<file path="config.mk">
export PLATFORM = sky130hd
export DESIGN_NAME = acm_ctrl
export DESIGN_NICKNAME = d
export VERILOG_FILES = /design/src/acm_pkg.sv /design/src/acm_ctrl.sv
export VERILOG_INCLUDE_DIRS = /design/src
export SDC_FILE = /design/constraint.sdc
export NUM_CORES = 1
export LEC_CHECK = 0
export BUFFER_PORTS_ARGS = -buffer_cell sky130_fd_sc_hd__buf_4
export CAP_MARGIN = 15
export CELL_PAD_IN_SITES_DETAIL_PLACEMENT = 1
export CELL_PAD_IN_SITES_GLOBAL_PLACEMENT = 2
export CORE_MARGIN = 2
export CORE_UTILIZATION = 38
export CTS_BUF_LIST = sky130_fd_sc_hd__clkbuf_8
export DETAILED_ROUTE_END_ITERATION = 8
export GPL_TIMING_DRIVEN = 0
export PLACE_DENSITY = 0.95
export SYNTH_ARGS = -nofsm -noshare
export SYNTH_HDL_FRONTEND = slang
export SYNTH_SLANG_ARGS = --single-unit
</file>
<file path="constraint.sdc">
create_clock -name ref_clk -period 8.7 [get_ports ref_clk]
set_input_delay 0.435 -clock ref_clk [delete_from_list [all_inputs] [get_ports ref_clk]]
set_output_delay 0.435 -clock ref_clk [all_outputs]
set_load 0.01 [all_outputs]
</file>
<file path="src/acm_defs.svh">
// Constants for the conversion mode controller: counts, reset values, periods.
// Assumes the system clock is the only clock and runs at the period given here.
`ifndef ACM_DEFS_SVH
`define ACM_DEFS_SVH
// ****************************************
// Timing
// ****************************************
`define ACM_CLK_PS       25000
`define ACM_T_POR_US     50
`define ACM_POR_CYC      ((`ACM_T_POR_US * 1000000 + `ACM_CLK_PS - 1) / `ACM_CLK_PS)
`define ACM_LAT_NORM     210
`define ACM_LAT_TURBO    114
`define ACM_DIV_NORM     16
`define ACM_DIV_TURBO    8
`define ACM_DUTY_IDLE    3
`define ACM_RDY_GAP      2
`define ACM_TEMP_W       14
// ****************************************
// Conversion periods in modulator ticks, one per rate code
// ****************************************
`define ACM_PER_0        16'h3200
`define ACM_PER_1        16'h1639
`define ACM_PER_2        16'h0B1C
`define ACM_PER_3        16'h05B7
`define ACM_PER_4        16'h0308
`define ACM_PER_5        16'h01AB
`define ACM_PER_6        16'h0100
`define ACM_PER_7        16'h0100
// ****************************************
// Configuration reset values
// ****************************************
`define ACM_RST_CM       1'b0
`define ACM_RST_RATE     3'h0
`define ACM_RST_TS       1'b0
`endif

</file>
<file path="src/acm_pkg.sv">
// Types shared by the conversion mode controller.
// Assumes acm_defs.svh is on the include path.
package acm_pkg;
    // Operating modes; power-down is a command, not a mode code
    typedef enum logic [1:0] {
        ACM_NORMAL = 2'b00,
        ACM_DUTY   = 2'b01,
        ACM_TURBO  = 2'b10,
        ACM_RSVD   = 2'b11
    } acm_opmode_t;
    // Configuration bits written by the command port
    typedef struct packed {
        logic        conversion_mode_bit;
        logic [2:0]  rate_select;
        acm_opmode_t op_mode;
        logic        temp_sensor_select;
    } acm_cfg_t;
    // Sequencer states
    typedef enum logic [2:0] {
        ST_POR   = 3'b000,
        ST_LAT   = 3'b001,
        ST_CONV  = 3'b010,
        ST_IDLE  = 3'b011,
        ST_DWAIT = 3'b100,
        ST_DOWN  = 3'b101
    } acm_state_t;
endpackage : acm_pkg

</file>
<file path="src/acm_ctrl.sv">
// Conversion sequencer: power-up, single-shot/continuous, operating modes.
// Assumes commands arrive as one-cycle pulses decoded by the serial port,
// and that the analog front end presents sample and temperature words.
// Operation
// - Temperature is 14 bits, left-aligned, 1/32 degree
// - Negative temperature is two's complement
// - Power-on reset sequence lasts about 50 us
// - Power-up reset restores configuration defaults
// - After power-up, one single-shot conversion, then sleep
// - Conversion end drives ready output low
// - One bit selects single-shot or continuous
// - Single-shot converts once per trigger, then sleeps
// - Single-shot sleep stops oscillator and analog, keeps excitation
// - Single-shot: config write aborts and restarts conversion
// - Continuous: load result, start next at once
// - Start latency 210 clocks, 114 in turbo
// - Continuous: config write restarts running conversion
// - Normal, duty, turbo, power-down; normal by default
// - Normal modulator clock is system clock over 16
// - Three-bit rate field picks the data rate
// - Rates scale with the system clock
// - Duty mode: one conversion then three idle periods
// - Duty mode gives quarter of normal rates
// - Turbo modulator clock is system clock over 8
// - Power-down waits for running conversion to finish
// - Config write while down wakes for one conversion
// - Ready output returns high on serial clock rise
`timescale 1ns/1ps
`include "acm_defs.svh"
`default_nettype none
module acm_ctrl
    import acm_pkg::*;
#(
    parameter int POR_CYC = `ACM_POR_CYC     // Power-up reset length in clocks
)(
    // Clock and reset
    input  wire logic                   ref_clk,
    input  wire logic                   rstn,
    // Decoded command pulses
    input  wire logic                   start_cmd,
    input  wire logic                   sleep_cmd,
    input  wire logic                   reset_cmd,
    input  wire logic                   cfg_write,
    input  wire acm_cfg_t               cfg_in,
    input  wire logic                   sclk_rise,
    // Analog front end results
    input  wire logic [15:0]            sample_data,
    input  wire logic [`ACM_TEMP_W-1:0] temp_data,
    // Status and control outputs
    output var  acm_cfg_t               cfg_out,
    output logic [15:0]                 result,
    output logic                        result_ready_n,
    output logic                        osc_en,
    output logic                        analog_en,
    output logic                        excite_en,
    output logic                        mod_tick,
    output logic                        busy
);
    // ****************************************
    // State
    // ****************************************
    acm_state_t  state_r, state_nxt;      // Sequencer state
    acm_cfg_t    cfg_r, cfg_nxt;          // Configuration bits
    logic [15:0] cnt_r, cnt_nxt;          // Shared cycle or tick counter
    logic [3:0]  div_r, div_nxt;          // Modulator divider
    logic        single_r, single_nxt;    // Current run is one conversion
    logic        pend_r, pend_nxt;        // Power-down waiting for end
    logic [15:0] res_r, res_nxt;          // Output buffer
    logic        rdy_n_r, rdy_n_nxt;      // Ready, active low
    logic        osc_r, osc_nxt;
    logic        ana_r, ana_nxt;
    logic        exc_r, exc_nxt;
    logic        tick_r, tick_nxt;
    logic        busy_r, busy_nxt;
    // Combinational helpers
    logic        tick;                    // Modulator clock enable
    logic        trig;                    // Trigger from command or write
    logic        done;                    // Conversion finishes this cycle
    logic [15:0] per;                     // Period of the chosen rate
    logic [3:0]  div_lim;
    logic [15:0] lat_lim;

    // Period lookup in modulator ticks
    always_comb
    begin
        unique case (cfg_r.rate_select)
            3'h0: per = `ACM_PER_0;
            3'h1: per = `ACM_PER_1;
            3'h2: per = `ACM_PER_2;
            3'h3: per = `ACM_PER_3;
            3'h4: per = `ACM_PER_4;
            3'h5: per = `ACM_PER_5;
            3'h6: per = `ACM_PER_6;
            3'h7: per = `ACM_PER_7;
        endcase
    end

    // ****************************************
    // Modulator divider and helper terms
    // ****************************************
    // Turbo halves the divide ratio, so every tick-based period speeds up alike
    always_comb
    begin
        div_lim = (cfg_r.op_mode == ACM_TURBO) ? 4'(`ACM_DIV_TURBO - 1)
                                                : 4'(`ACM_DIV_NORM - 1);
        lat_lim = (cfg_r.op_mode == ACM_TURBO) ? 16'(`ACM_LAT_TURBO - 1)
                                                : 16'(`ACM_LAT_NORM - 1);
        tick    = (div_r >= div_lim);
        trig    = (start_cmd || cfg_write) && (state_r != ST_POR) && !reset_cmd;
        done    = (state_r == ST_CONV) && tick && (cnt_r == per - 16'h0001) && !trig && !reset_cmd;
    end

    // ****************************************
    // Next-state logic
    // ****************************************
    // One process for all control state; trigger beats end of conversion
    always_comb
    begin
        state_nxt  = state_r;
        cfg_nxt    = cfg_r;
        cnt_nxt    = cnt_r;
        div_nxt    = tick ? 4'h0 : div_r + 4'h1;
        single_nxt = single_r;
        pend_nxt   = pend_r;
        res_nxt    = res_r;
        rdy_n_nxt  = rdy_n_r;
        // Serial clock rise releases ready
        if (sclk_rise)
            rdy_n_nxt = 1'b1;
        if (cfg_write)
            cfg_nxt = cfg_in;
        unique case (state_r)
            // Power-up reset wait, then one single-shot conversion
            ST_POR:
            begin
                cnt_nxt = cnt_r + 16'h0001;
                if (cnt_r == 16'(POR_CYC - 1))
                begin
                    state_nxt  = ST_LAT;
                    cnt_nxt    = 16'h0000;
                    single_nxt = 1'b1;
                end
            end
            // Start latency in system clocks
            ST_LAT:
            begin
                cnt_nxt = cnt_r + 16'h0001;
                if (cnt_r == lat_lim)
                begin
                    state_nxt = ST_CONV;
                    cnt_nxt   = 16'h0000;
                    div_nxt   = 4'h0;
                end
            end
            // Conversion counts modulator ticks
            ST_CONV:
            begin
                if (tick)
                    cnt_nxt = cnt_r + 16'h0001;
                // Brief high before a new unread result in continuous runs
                if (tick && !single_r && !rdy_n_r && (cnt_r == per - 16'(`ACM_RDY_GAP + 1)))
                    rdy_n_nxt = 1'b1;
                if (done)
                begin
                    res_nxt   = cfg_r.temp_sensor_select ? {temp_data, 2'b00} : sample_data;
                    rdy_n_nxt = 1'b0;
                    cnt_nxt   = 16'h0000;
                    if (pend_r)
                    begin
                        state_nxt = ST_DOWN;
                        pend_nxt  = 1'b0;
                    end
                    else if (single_r)
                        state_nxt = ST_IDLE;
                    else if (cfg_r.op_mode == ACM_DUTY)
                        state_nxt = ST_DWAIT;
                    else
                        state_nxt = ST_CONV;
                end
            end
            // Duty-cycle rest for three periods, analog off
            ST_DWAIT:
            begin
                if (tick)
                    cnt_nxt = cnt_r + 16'h0001;
                if (tick && (cnt_r == 16'(`ACM_DUTY_IDLE) * per - 16'h0001))
                begin
                    state_nxt = ST_CONV;
                    cnt_nxt   = 16'h0000;
                end
            end
            // Low power between single conversions, or powered down
            ST_IDLE, ST_DOWN:
                cnt_nxt = 16'h0000;
            default:
                state_nxt = ST_POR;
        endcase
        // Power-down finishes a running conversion first
        if (sleep_cmd && !trig)
        begin
            if (done || (state_nxt inside {ST_IDLE, ST_DWAIT}))
                state_nxt = ST_DOWN;
            else if (state_nxt != ST_DOWN)
                pend_nxt = 1'b1;
        end
        // Trigger or write: abort and restart from the latency phase
        if (trig)
        begin
            state_nxt  = ST_LAT;
            cnt_nxt    = 16'h0000;
            pend_nxt   = 1'b0;
            single_nxt = !cfg_nxt.conversion_mode_bit || (state_r == ST_DOWN && cfg_write);
        end
        // Soft reset behaves like power-up, except that the result buffer and ready keep their values
        if (reset_cmd)
        begin
            state_nxt = ST_POR;
            cnt_nxt   = 16'h0000;
            pend_nxt  = 1'b0;
            cfg_nxt   = '{`ACM_RST_CM, `ACM_RST_RATE, ACM_NORMAL, `ACM_RST_TS};
        end
        // Power gating follows the next state
        osc_nxt  = !(state_nxt inside {ST_IDLE, ST_DWAIT, ST_DOWN});
        ana_nxt  = osc_nxt;
        exc_nxt  = (state_nxt != ST_DOWN);
        tick_nxt = tick && (state_r == ST_CONV);
        busy_nxt = (state_nxt inside {ST_POR, ST_LAT, ST_CONV});
    end

    // ****************************************
    // Registers
    // ****************************************
    // Everything powers up in the reset sequence with default configuration
    always_ff @(posedge ref_clk or negedge rstn)
    begin
        if (!rstn)
        begin
            state_r  <= ST_POR;
            cfg_r    <= '{`ACM_RST_CM, `ACM_RST_RATE, ACM_NORMAL, `ACM_RST_TS};
            cnt_r    <= 16'h0000;
            div_r    <= 4'h0;
            single_r <= 1'b1;
            pend_r   <= 1'b0;
            res_r    <= 16'h0000;
            rdy_n_r  <= 1'b1;
            osc_r    <= 1'b1;
            ana_r    <= 1'b1;
            exc_r    <= 1'b1;
            tick_r   <= 1'b0;
            busy_r   <= 1'b1;
        end
        else
        begin
            state_r  <= state_nxt;
            cfg_r    <= cfg_nxt;
            cnt_r    <= cnt_nxt;
            div_r    <= div_nxt;
            single_r <= single_nxt;
            pend_r   <= pend_nxt;
            res_r    <= res_nxt;
            rdy_n_r  <= rdy_n_nxt;
            osc_r    <= osc_nxt;
            ana_r    <= ana_nxt;
            exc_r    <= exc_nxt;
            tick_r   <= tick_nxt;
            busy_r   <= busy_nxt;
        end
    end

    // Outputs straight from flops
    assign cfg_out        = cfg_r;
    assign result         = res_r;
    assign result_ready_n = rdy_n_r;
    assign osc_en         = osc_r;
    assign analog_en      = ana_r;
    assign excite_en      = exc_r;
    assign mod_tick       = tick_r;
    assign busy           = busy_r;
endmodule : acm_ctrl
`default_nettype wire

</file>
==> impl_metrics.csv, run 1 <==
group,metric,value,unit
status,outcome,"finished, final reports clean",
critical_path,critPathLaunch,"cfg_out[4]",
critical_path,endpoint,"cnt_r[14]",
yosys,synth_area,0.005325,mm2
detailed_routing,final_antenna_net_count,0,
timing,finalCriticalPeriod,5.976,ns
yosys,async_flop_share,1.000,
cells_and_area,finish.net_count,839,
critical_path,path_delay_family,"compound AO/OA/AOI/OAI gates",
yosys,yosys_most_used_dff,"dfrtp_1",
critical_path,crit_arrival,6.19,ns
placement,port-buffer-count,71,
timing,report.final.slew_viol_count,0,
clock_tree,cts_hold_buf,0,
timing,finalSetupViolCount,0,
timing,min_period_over_period,0.6868,
critical_path,endpoint_kind,"flop",
pwr,p_per_area,131.8,mW/mm2
pwr,power_leakage,2.687,nW
cells_and_area,areaGrowthSynthToFinish,16.07,%
min_path,hp-class,"in2async",
floorplan,start_util,0.3866,
critical_path,crit_cells,20,
critical_path,critical_path.cell_chain,"buf_4 -> buf_2 -> buf_2 -> inv_1 -> ha_1 -> o21ai_1 -> ha_1 -> inv_1 -> ha_1 -> a21o_1 -> a211oi_1 -> o21ai_1 -> a41oi_1 -> xnor2_1 -> a21oi_1 -> or4_1 -> buf_4 -> a22oi_2 -> nor2_1 -> a211o_1",
floorplan,rows,43,
timing,worst_pin_slew,1.045,ns
floorplan,die_w,122.4,um
cells_and_area,final_common_cell,"buf_4",
clock_tree,cts_tree,"built",
timing,max-slew-margin-rel,0.2972,
cells_and_area,final_cell_mix,"buf_4, nand2_1, nor2_1",
cells_and_area,postLayoutCoreUtil,0.4488,
global_routing,gr-total-overflow,0,
timing,fmax,167.3,MHz
floorplan,core_area,0.01377,mm2
critical_path,cp-start-kind,"flop",
yosys,synth-seq-area-share,0.2502,
cells_and_area,drive_gt1_frac,0.1621,
global_routing,antenna_found_initial,0,
floorplan,ioPinCount,73,
detailed_routing,drc,0,
timing,rsz0062_at_grt,"no",
critical_path,max_stage_delay,0.59,ns
placement,place_congestion,0.9235,
global_routing,grt_max_degree,54,
floorplan,die_h,122.4,um
detailed_routing,wl_per_cell,21.75,um
clock_tree,cts_setup_buffers,0,
critical_path,critPathMaxFanout,10,
clock_tree,cts_sinks,53,
yosys,synth-edff-count,0,
global_routing,grt_pass1_vias,5767,
detailed_routing,vias,5679,
critical_path,r2r_cells,20,
critical_path,path_common_cell,"ha_1",
yosys,syn_nets,761,
critical_path,cp.required,8.92,ns
clock_tree,clk_pin_slew,0.11,ns
critical_path,worst-path-buf-inv,6,
clock_tree,numCtsBuffers,5,
critical_path,r2r-start,"cfg_out[4]",
cells_and_area,n_antenna_cell,0,
clock_tree,cts-root-buf,"clkbuf_8",
timing,finalClockSkew,0.01249,ns
global_routing,grtUsageTotal,0.2798,
detailed_routing,drt_first_pass_iters,5,
clock_tree,clock_path_buffers,2,
yosys,yosysWarnings,0,
placement,place.detailed.hpwl,16320,um
clock_tree,htreeDepth,2,
yosys,syn_inst,692,
timing,finalHoldViolCount,0,
critical_path,path_class,"reg2reg",
yosys,ys_types,79,
detailed_routing,totalWireLength,20690,um
yosys,syn_avg_cell_area,7.695,um2
detailed_routing,first_iter_violations,464,
run,drv_cap,0,
global_routing,grt_pass1_wl,32210,um
clock_tree,cts_resized,0,
timing,setup_tns,0,ns
pwr,ir_drop,0.00005351,V
cells_and_area,fillers,1776,
critical_path,r2r_slack,2.72,ns
detailed_routing,vias_per_cell,5.972,
critical_path,slowest_stage,"or4_1",
floorplan,dieArea,0.01498,mm2
critical_path,r2r_end,"cnt_r[14]",
clock_tree,clock_latency,0.33,ns
yosys,ys_ff_latch,53,
-- report_power, final --
part / switching [mW] / internal (mW) / leakage [nW]
clock network: 0.0978 / 0.0605 / 0.0506
registers: 0.0177 / 0.266 / 0.705
logic: 0.229 / 0.144 / 1.93
-- per-stage QoR --
stage | worst slack [ns] | std cells | hold WS [ns] | power (mW) | instance area (um2)
2_1_floorplan | 3.935 | 692 | 0.1394 | 0.5333 | 5325
3_3_place_gp | 2.918 | 943 | 0.4451 | 0.6373 | 6083
3_5_place_dp | 2.871 | 943 | 0.4711 | 0.6507 | 6083
4_1_cts | 2.828 | 951 | 0.1740 | 0.8114 | 6181
5_1_grt | 2.432 | 951 | 0.1881 | 0.8626 | 6181
6_report | 2.724 | 951 | 0.1560 | 0.8146 | 6181
-- layout make-up --
cell class                      instances  area, um2  area share
Multi-Input combinational cell        560       3646      0.5899
Buffer                                 50      237.7     0.03846
Timing Repair Buffer                   71      533.0     0.08623
Tap cell                              180      225.2     0.03644
Clock inverter                          3      28.78    0.004656
Sequential cell                        53       1333      0.2156
Clock buffer                            5      68.82     0.01113
Inverter                               29      108.9     0.01761
-- sequential cells by signal, indices dropped and copies added, names as in the netlist --
| register | flops |
|---|---|
| cnt_r | 16 |
| result | 16 |
| cfg_out | 7 |
| div_r | 4 |
| state_r | 3 |
| analog_en | 1 |
| busy | 1 |
| excite_en | 1 |
| mod_tick | 1 |
| pend_r | 1 |
| result_ready_n | 1 |
| single_r | 1 |
-- cell families after synthesis --
family                   count (synthesis)  share of synthesized area
flip-flops                              53                     0.2502
multiplexers                            29                    0.05522
buffers and inverters                   79                    0.06508
AND/OR/NAND/NOR                        257                     0.2366
AO/OA/AOI/OAI                          200                     0.2521
XOR/XNOR                                49                    0.08200
adder cells (fa/ha/maj)                 25                    0.05874
-- synthesized netlist by cell type, drive strengths merged, types with 21 or more instances --
| cell type | n | area (um2) |
|---|---|---|
| ha | 25 | 312.8 |
| nand2 | 69 | 259.0 |
| inv | 29 | 108.9 |
| dfrtp | 48 | 1201 |
| buf | 21 | 128.9 |
| o21ai | 55 | 275.3 |
| nor2 | 70 | 265.3 |
| xnor2 | 36 | 322.8 |
| nand3 | 23 | 115.1 |
| mux2i | 26 | 260.3 |
| a21oi | 43 | 215.2 |
| clkbuf | 29 | 108.9 |
-- how the worst min path moves through the flow --
stage | from | to | slack (ns) | cells after the start
detailed placement | result[5] | result[5] | 0.47 | 2
CTS | rstn | result[8] | 0.17 | 1
finish | rstn | cnt_r[12] | 0.16 | 1
floorplan | rstn | cfg_out[0] | 0.14 | 0
global placement | div_r[0] | div_r[0] | 0.45 | 1
global route | rstn | result[8] | 0.19 | 1
-- metal layers --
| metal | global-route usage | vias to the layer above | wire length, um |
|---|---|---|---|
| li1 | - | 2631 | - |
| met1 | 0.4050 | 2814 | 9589 |
| met2 | 0.4313 | 214 | 9328 |
| met3 | 0.06273 | 20 | 1524 |
| met4 | 0.04670 | 0 | 244 |
| met5 | 0 | - | 0 |
(Power assumes the default switching activity.)
==> inputs of run 2 (changes only) <==
--- a/config.mk
+++ b/config.mk
@@ -11,11 +11,11 @@
 export CELL_PAD_IN_SITES_DETAIL_PLACEMENT = 1
 export CELL_PAD_IN_SITES_GLOBAL_PLACEMENT = 2
 export CORE_MARGIN = 2
-export CORE_UTILIZATION = 38
+export CORE_UTILIZATION = 32
 export CTS_BUF_LIST = sky130_fd_sc_hd__clkbuf_8
 export DETAILED_ROUTE_END_ITERATION = 8
 export GPL_TIMING_DRIVEN = 0
-export PLACE_DENSITY = 0.95
+export PLACE_DENSITY = 0.89
 export SYNTH_ARGS = -nofsm -noshare
 export SYNTH_HDL_FRONTEND = slang
 export SYNTH_SLANG_ARGS = --single-unit
==> constraint.sdc (replaced) <==
create_clock -name ref_clk -period 5.22 [get_ports ref_clk]
set_input_delay 0.261 -clock ref_clk [delete_from_list [all_inputs] [get_ports ref_clk]]
set_output_delay 0.261 -clock ref_clk [all_outputs]
set_load 0.01 [all_outputs]
==> run 2 against run 1 <==
Against the previous run:
- design area up 2.9%
- first-iteration DRC count down 33%
- register-to-register slack worse by 2.5 ns
- sequential share of layout area down 0.57 points
- flip-flop and latch count unchanged
- critical path depth down 1
- worst hold slack better by 0.0023 ns
- combinational power up 68%
- clock power up 65%
- wire length up 0.44%
- largest power group unchanged
==> impl_metrics.csv, run 2 (same netlist as run 1, synthesis figures left out) <==
group,metric,value,unit
clock_tree,cts-root-buf,"clkbuf_8",
clock_tree,cts_tree,"built",
detailed_routing,first_iter_violations,313,
min_path,worstHoldStart,"cfg_in[1]",
cells_and_area,finish.net_count,846,
cells_and_area,final_common_cell,"buf_4",
critical_path,cp.required,5.47,ns
timing,report.final.slew_viol_count,0,
global_routing,grt_max_degree,54,
cells_and_area,drive_gt1_frac,0.1864,
critical_path,path_common_cell,"buf_4",
cells_and_area,fillers,2022,
cells_and_area,final_cell_mix,"buf_4, nand2_1, nor2_1",
global_routing,antenna_found_initial,0,
timing,finalClockSkew,0.01877,ns
critical_path,endpoint_kind,"flop",
placement,place.detailed.hpwl,15980,um
timing,fmax,198.3,MHz
pwr,p_total,1.359,mW
pwr,power_frac_seq,0.346,
min_path,hold_end,"cfg_out[1]",
floorplan,ioPinCount,73,
critical_path,worst-path-buf-inv,5,
detailed_routing,wl_per_cell,20.82,um
pwr,switching_power,572.0,uW
timing,finalSetupViolCount,0,
status,outcome,"finished, final reports clean",
global_routing,grt_pass1_vias,5980,
cells_and_area,n_antenna_cell,0,
placement,place_area,0.006133,mm2
critical_path,max_stage_delay,0.49,ns
timing,finalCriticalPeriod,5.042,ns
timing,post-route-worst-setup-slack,0.1777,ns
pwr,power_leakage,2.723,nW
clock_tree,cts_sinks,53,
pwr,combPwrFrac,0.462,
pwr,swShare,0.4209,
critical_path,crit_arrival,5.30,ns
critical_path,path_delay_family,"compound AO/OA/AOI/OAI gates",
timing,min_period_over_period,0.9660,
critical_path,critical_path.cell_chain,"buf_4 -> buf_4 -> buf_6 -> inv_1 -> ha_4 -> mux2_2 -> o21ai_0 -> ha_2 -> and3b_1 -> o311a_1 -> o21ai_1 -> a21oi_1 -> or3_1 -> a211o_1 -> or4_4 -> buf_4 -> a21o_1 -> a31o_1 -> a22o_1",
cells_and_area,design_area,0.006361,mm2
cells_and_area,areaGrowthSynthToFinish,19.45,%
detailed_routing,vias,5665,
placement,place_congestion,0.9324,
clock_tree,clock_latency,0.35,ns
floorplan,dieArea,0.01769,mm2
clock_tree,numCtsBuffers,5,
critical_path,critPathMaxFanout,11,
critical_path,r2r-start,"cfg_out[4]",
critical_path,slowest_stage,"or4_4",
placement,pre_cts_slack,-0.4944,ns
timing,rsz0062_at_grt,"no",
detailed_routing,vias_per_cell,5.676,
global_routing,grtUsageTotal,0.2377,
critical_path,path_class,"reg2reg",
timing,max-slew-margin-rel,0.3797,
critical_path,r2r_cells,19,
pwr,ir_drop,0.0001731,V
detailed_routing,final_antenna_net_count,0,
detailed_routing,drt_first_pass_iters,5,
pwr,p_int,787.1,uW
placement,port-buffer-count,71,
floorplan,die_h,133,um
pwr,clockPowerShare,0.192,
timing,worst_pin_slew,0.9219,ns
critical_path,r2r_slack,0.18,ns
global_routing,grt_pass1_wl,33130,um
floorplan,core_area,0.01641,mm2
pwr,p_per_area,213.7,mW/mm2
clock_tree,clock_path_buffers,2,
detailed_routing,totalWireLength,20780,um
timing,finalHoldViolCount,0,
floorplan,start_util,0.3246,
detailed_routing,drc,0,
critical_path,cp-start-kind,"flop",
min_path,hp-class,"in2reg",
global_routing,gr-total-overflow,0,
floorplan,die_w,133,um
clock_tree,clk_pin_slew,0.12,ns
clock_tree,htreeDepth,2,
cells_and_area,postLayoutCoreUtil,0.3877,
min_path,whs_path_depth,3,
run,drv_cap,0,
floorplan,rows,47,
critical_path,r2r_end,"cnt_r[7]",
-- run 2: repair_timing --
item,CTS,global route
endpoints found under the hold margin,27,0
setup endpoints to repair,23,22
buffers inserted,2,5
resized for setup,8,18
hold buffers,1,0
pin swaps,1,6
-- run 2: worst register-to-register path, delay by kind of cell (launching register included) --
family	cells	cell delay, ns
AO/OA/AOI/OAI	8	1.78
adder cells (fa/ha/maj)	2	0.60
buffers and inverters	5	0.91
flip-flops	1	0.38
multiplexers	1	0.33
AND/OR/NAND/NOR	3	0.99
-- run 2: worst max-delay path by stage --
stage,start,to,slack (ns),depth (start not counted)
detailed placement,cfg_out[4],cnt_r[14],-0.49,20
global route,cfg_out[4],cnt_r[7],0.006,19
CTS,cfg_out[4],cnt_r[7],0.05,21
finish,cfg_out[4],cnt_r[7],0.18,19
global placement,cfg_out[4],cnt_r[6],-0.45,20
floorplan,cfg_out[4],cnt_r[7],0.46,20
-- run 2: per-layer routing --
layer / track usage / up-vias / part of all wire
met1: 0.3156 / 2756 / 0.45
met4: 0.09379 / 0 / 0.031
li1: - / 2654 / -
met2: 0.3915 / 210 / 0.47
met3: 0.03218 / 45 / 0.056
met5: 0 / - / 0
-- run 2: cell type report --
type	instances	area, um2	share of cell area
plain buffers	49	252.7	0.03973
flip-flops and latches	53	1335	0.2099
clock buffers	5	68.82	0.01082
multi-input cells	560	3707	0.5828
inverters	29	108.9	0.01711
repair buffers	79	595.6	0.09363
clock inverters	3	17.52	0.002754
well taps	220	275.3	0.04327
-- run 2: power by group through the flow --
stage	combinational, mW	clock [mW]	sequential [mW]
after floorplan	0.417	0	0.472
after global placement	0.580	0	0.476
after detailed placement	0.595	0	0.479
after CTS	0.604	0.268	0.471
after global routing	0.682	0.283	0.475
final	0.628	0.261	0.470
-- run 2: stage by stage --
step | hold slack, ns | TNS [ns] | cells
global placement | 0.3529 | -6.663 | 983
floorplan | -0.03459 | 0 | 692
finish | 0.1583 | 0 | 998
global route | 0.1732 | 0 | 998
CTS | 0.1484 | 0 | 993
detailed placement | 0.3663 | -7.570 | 983
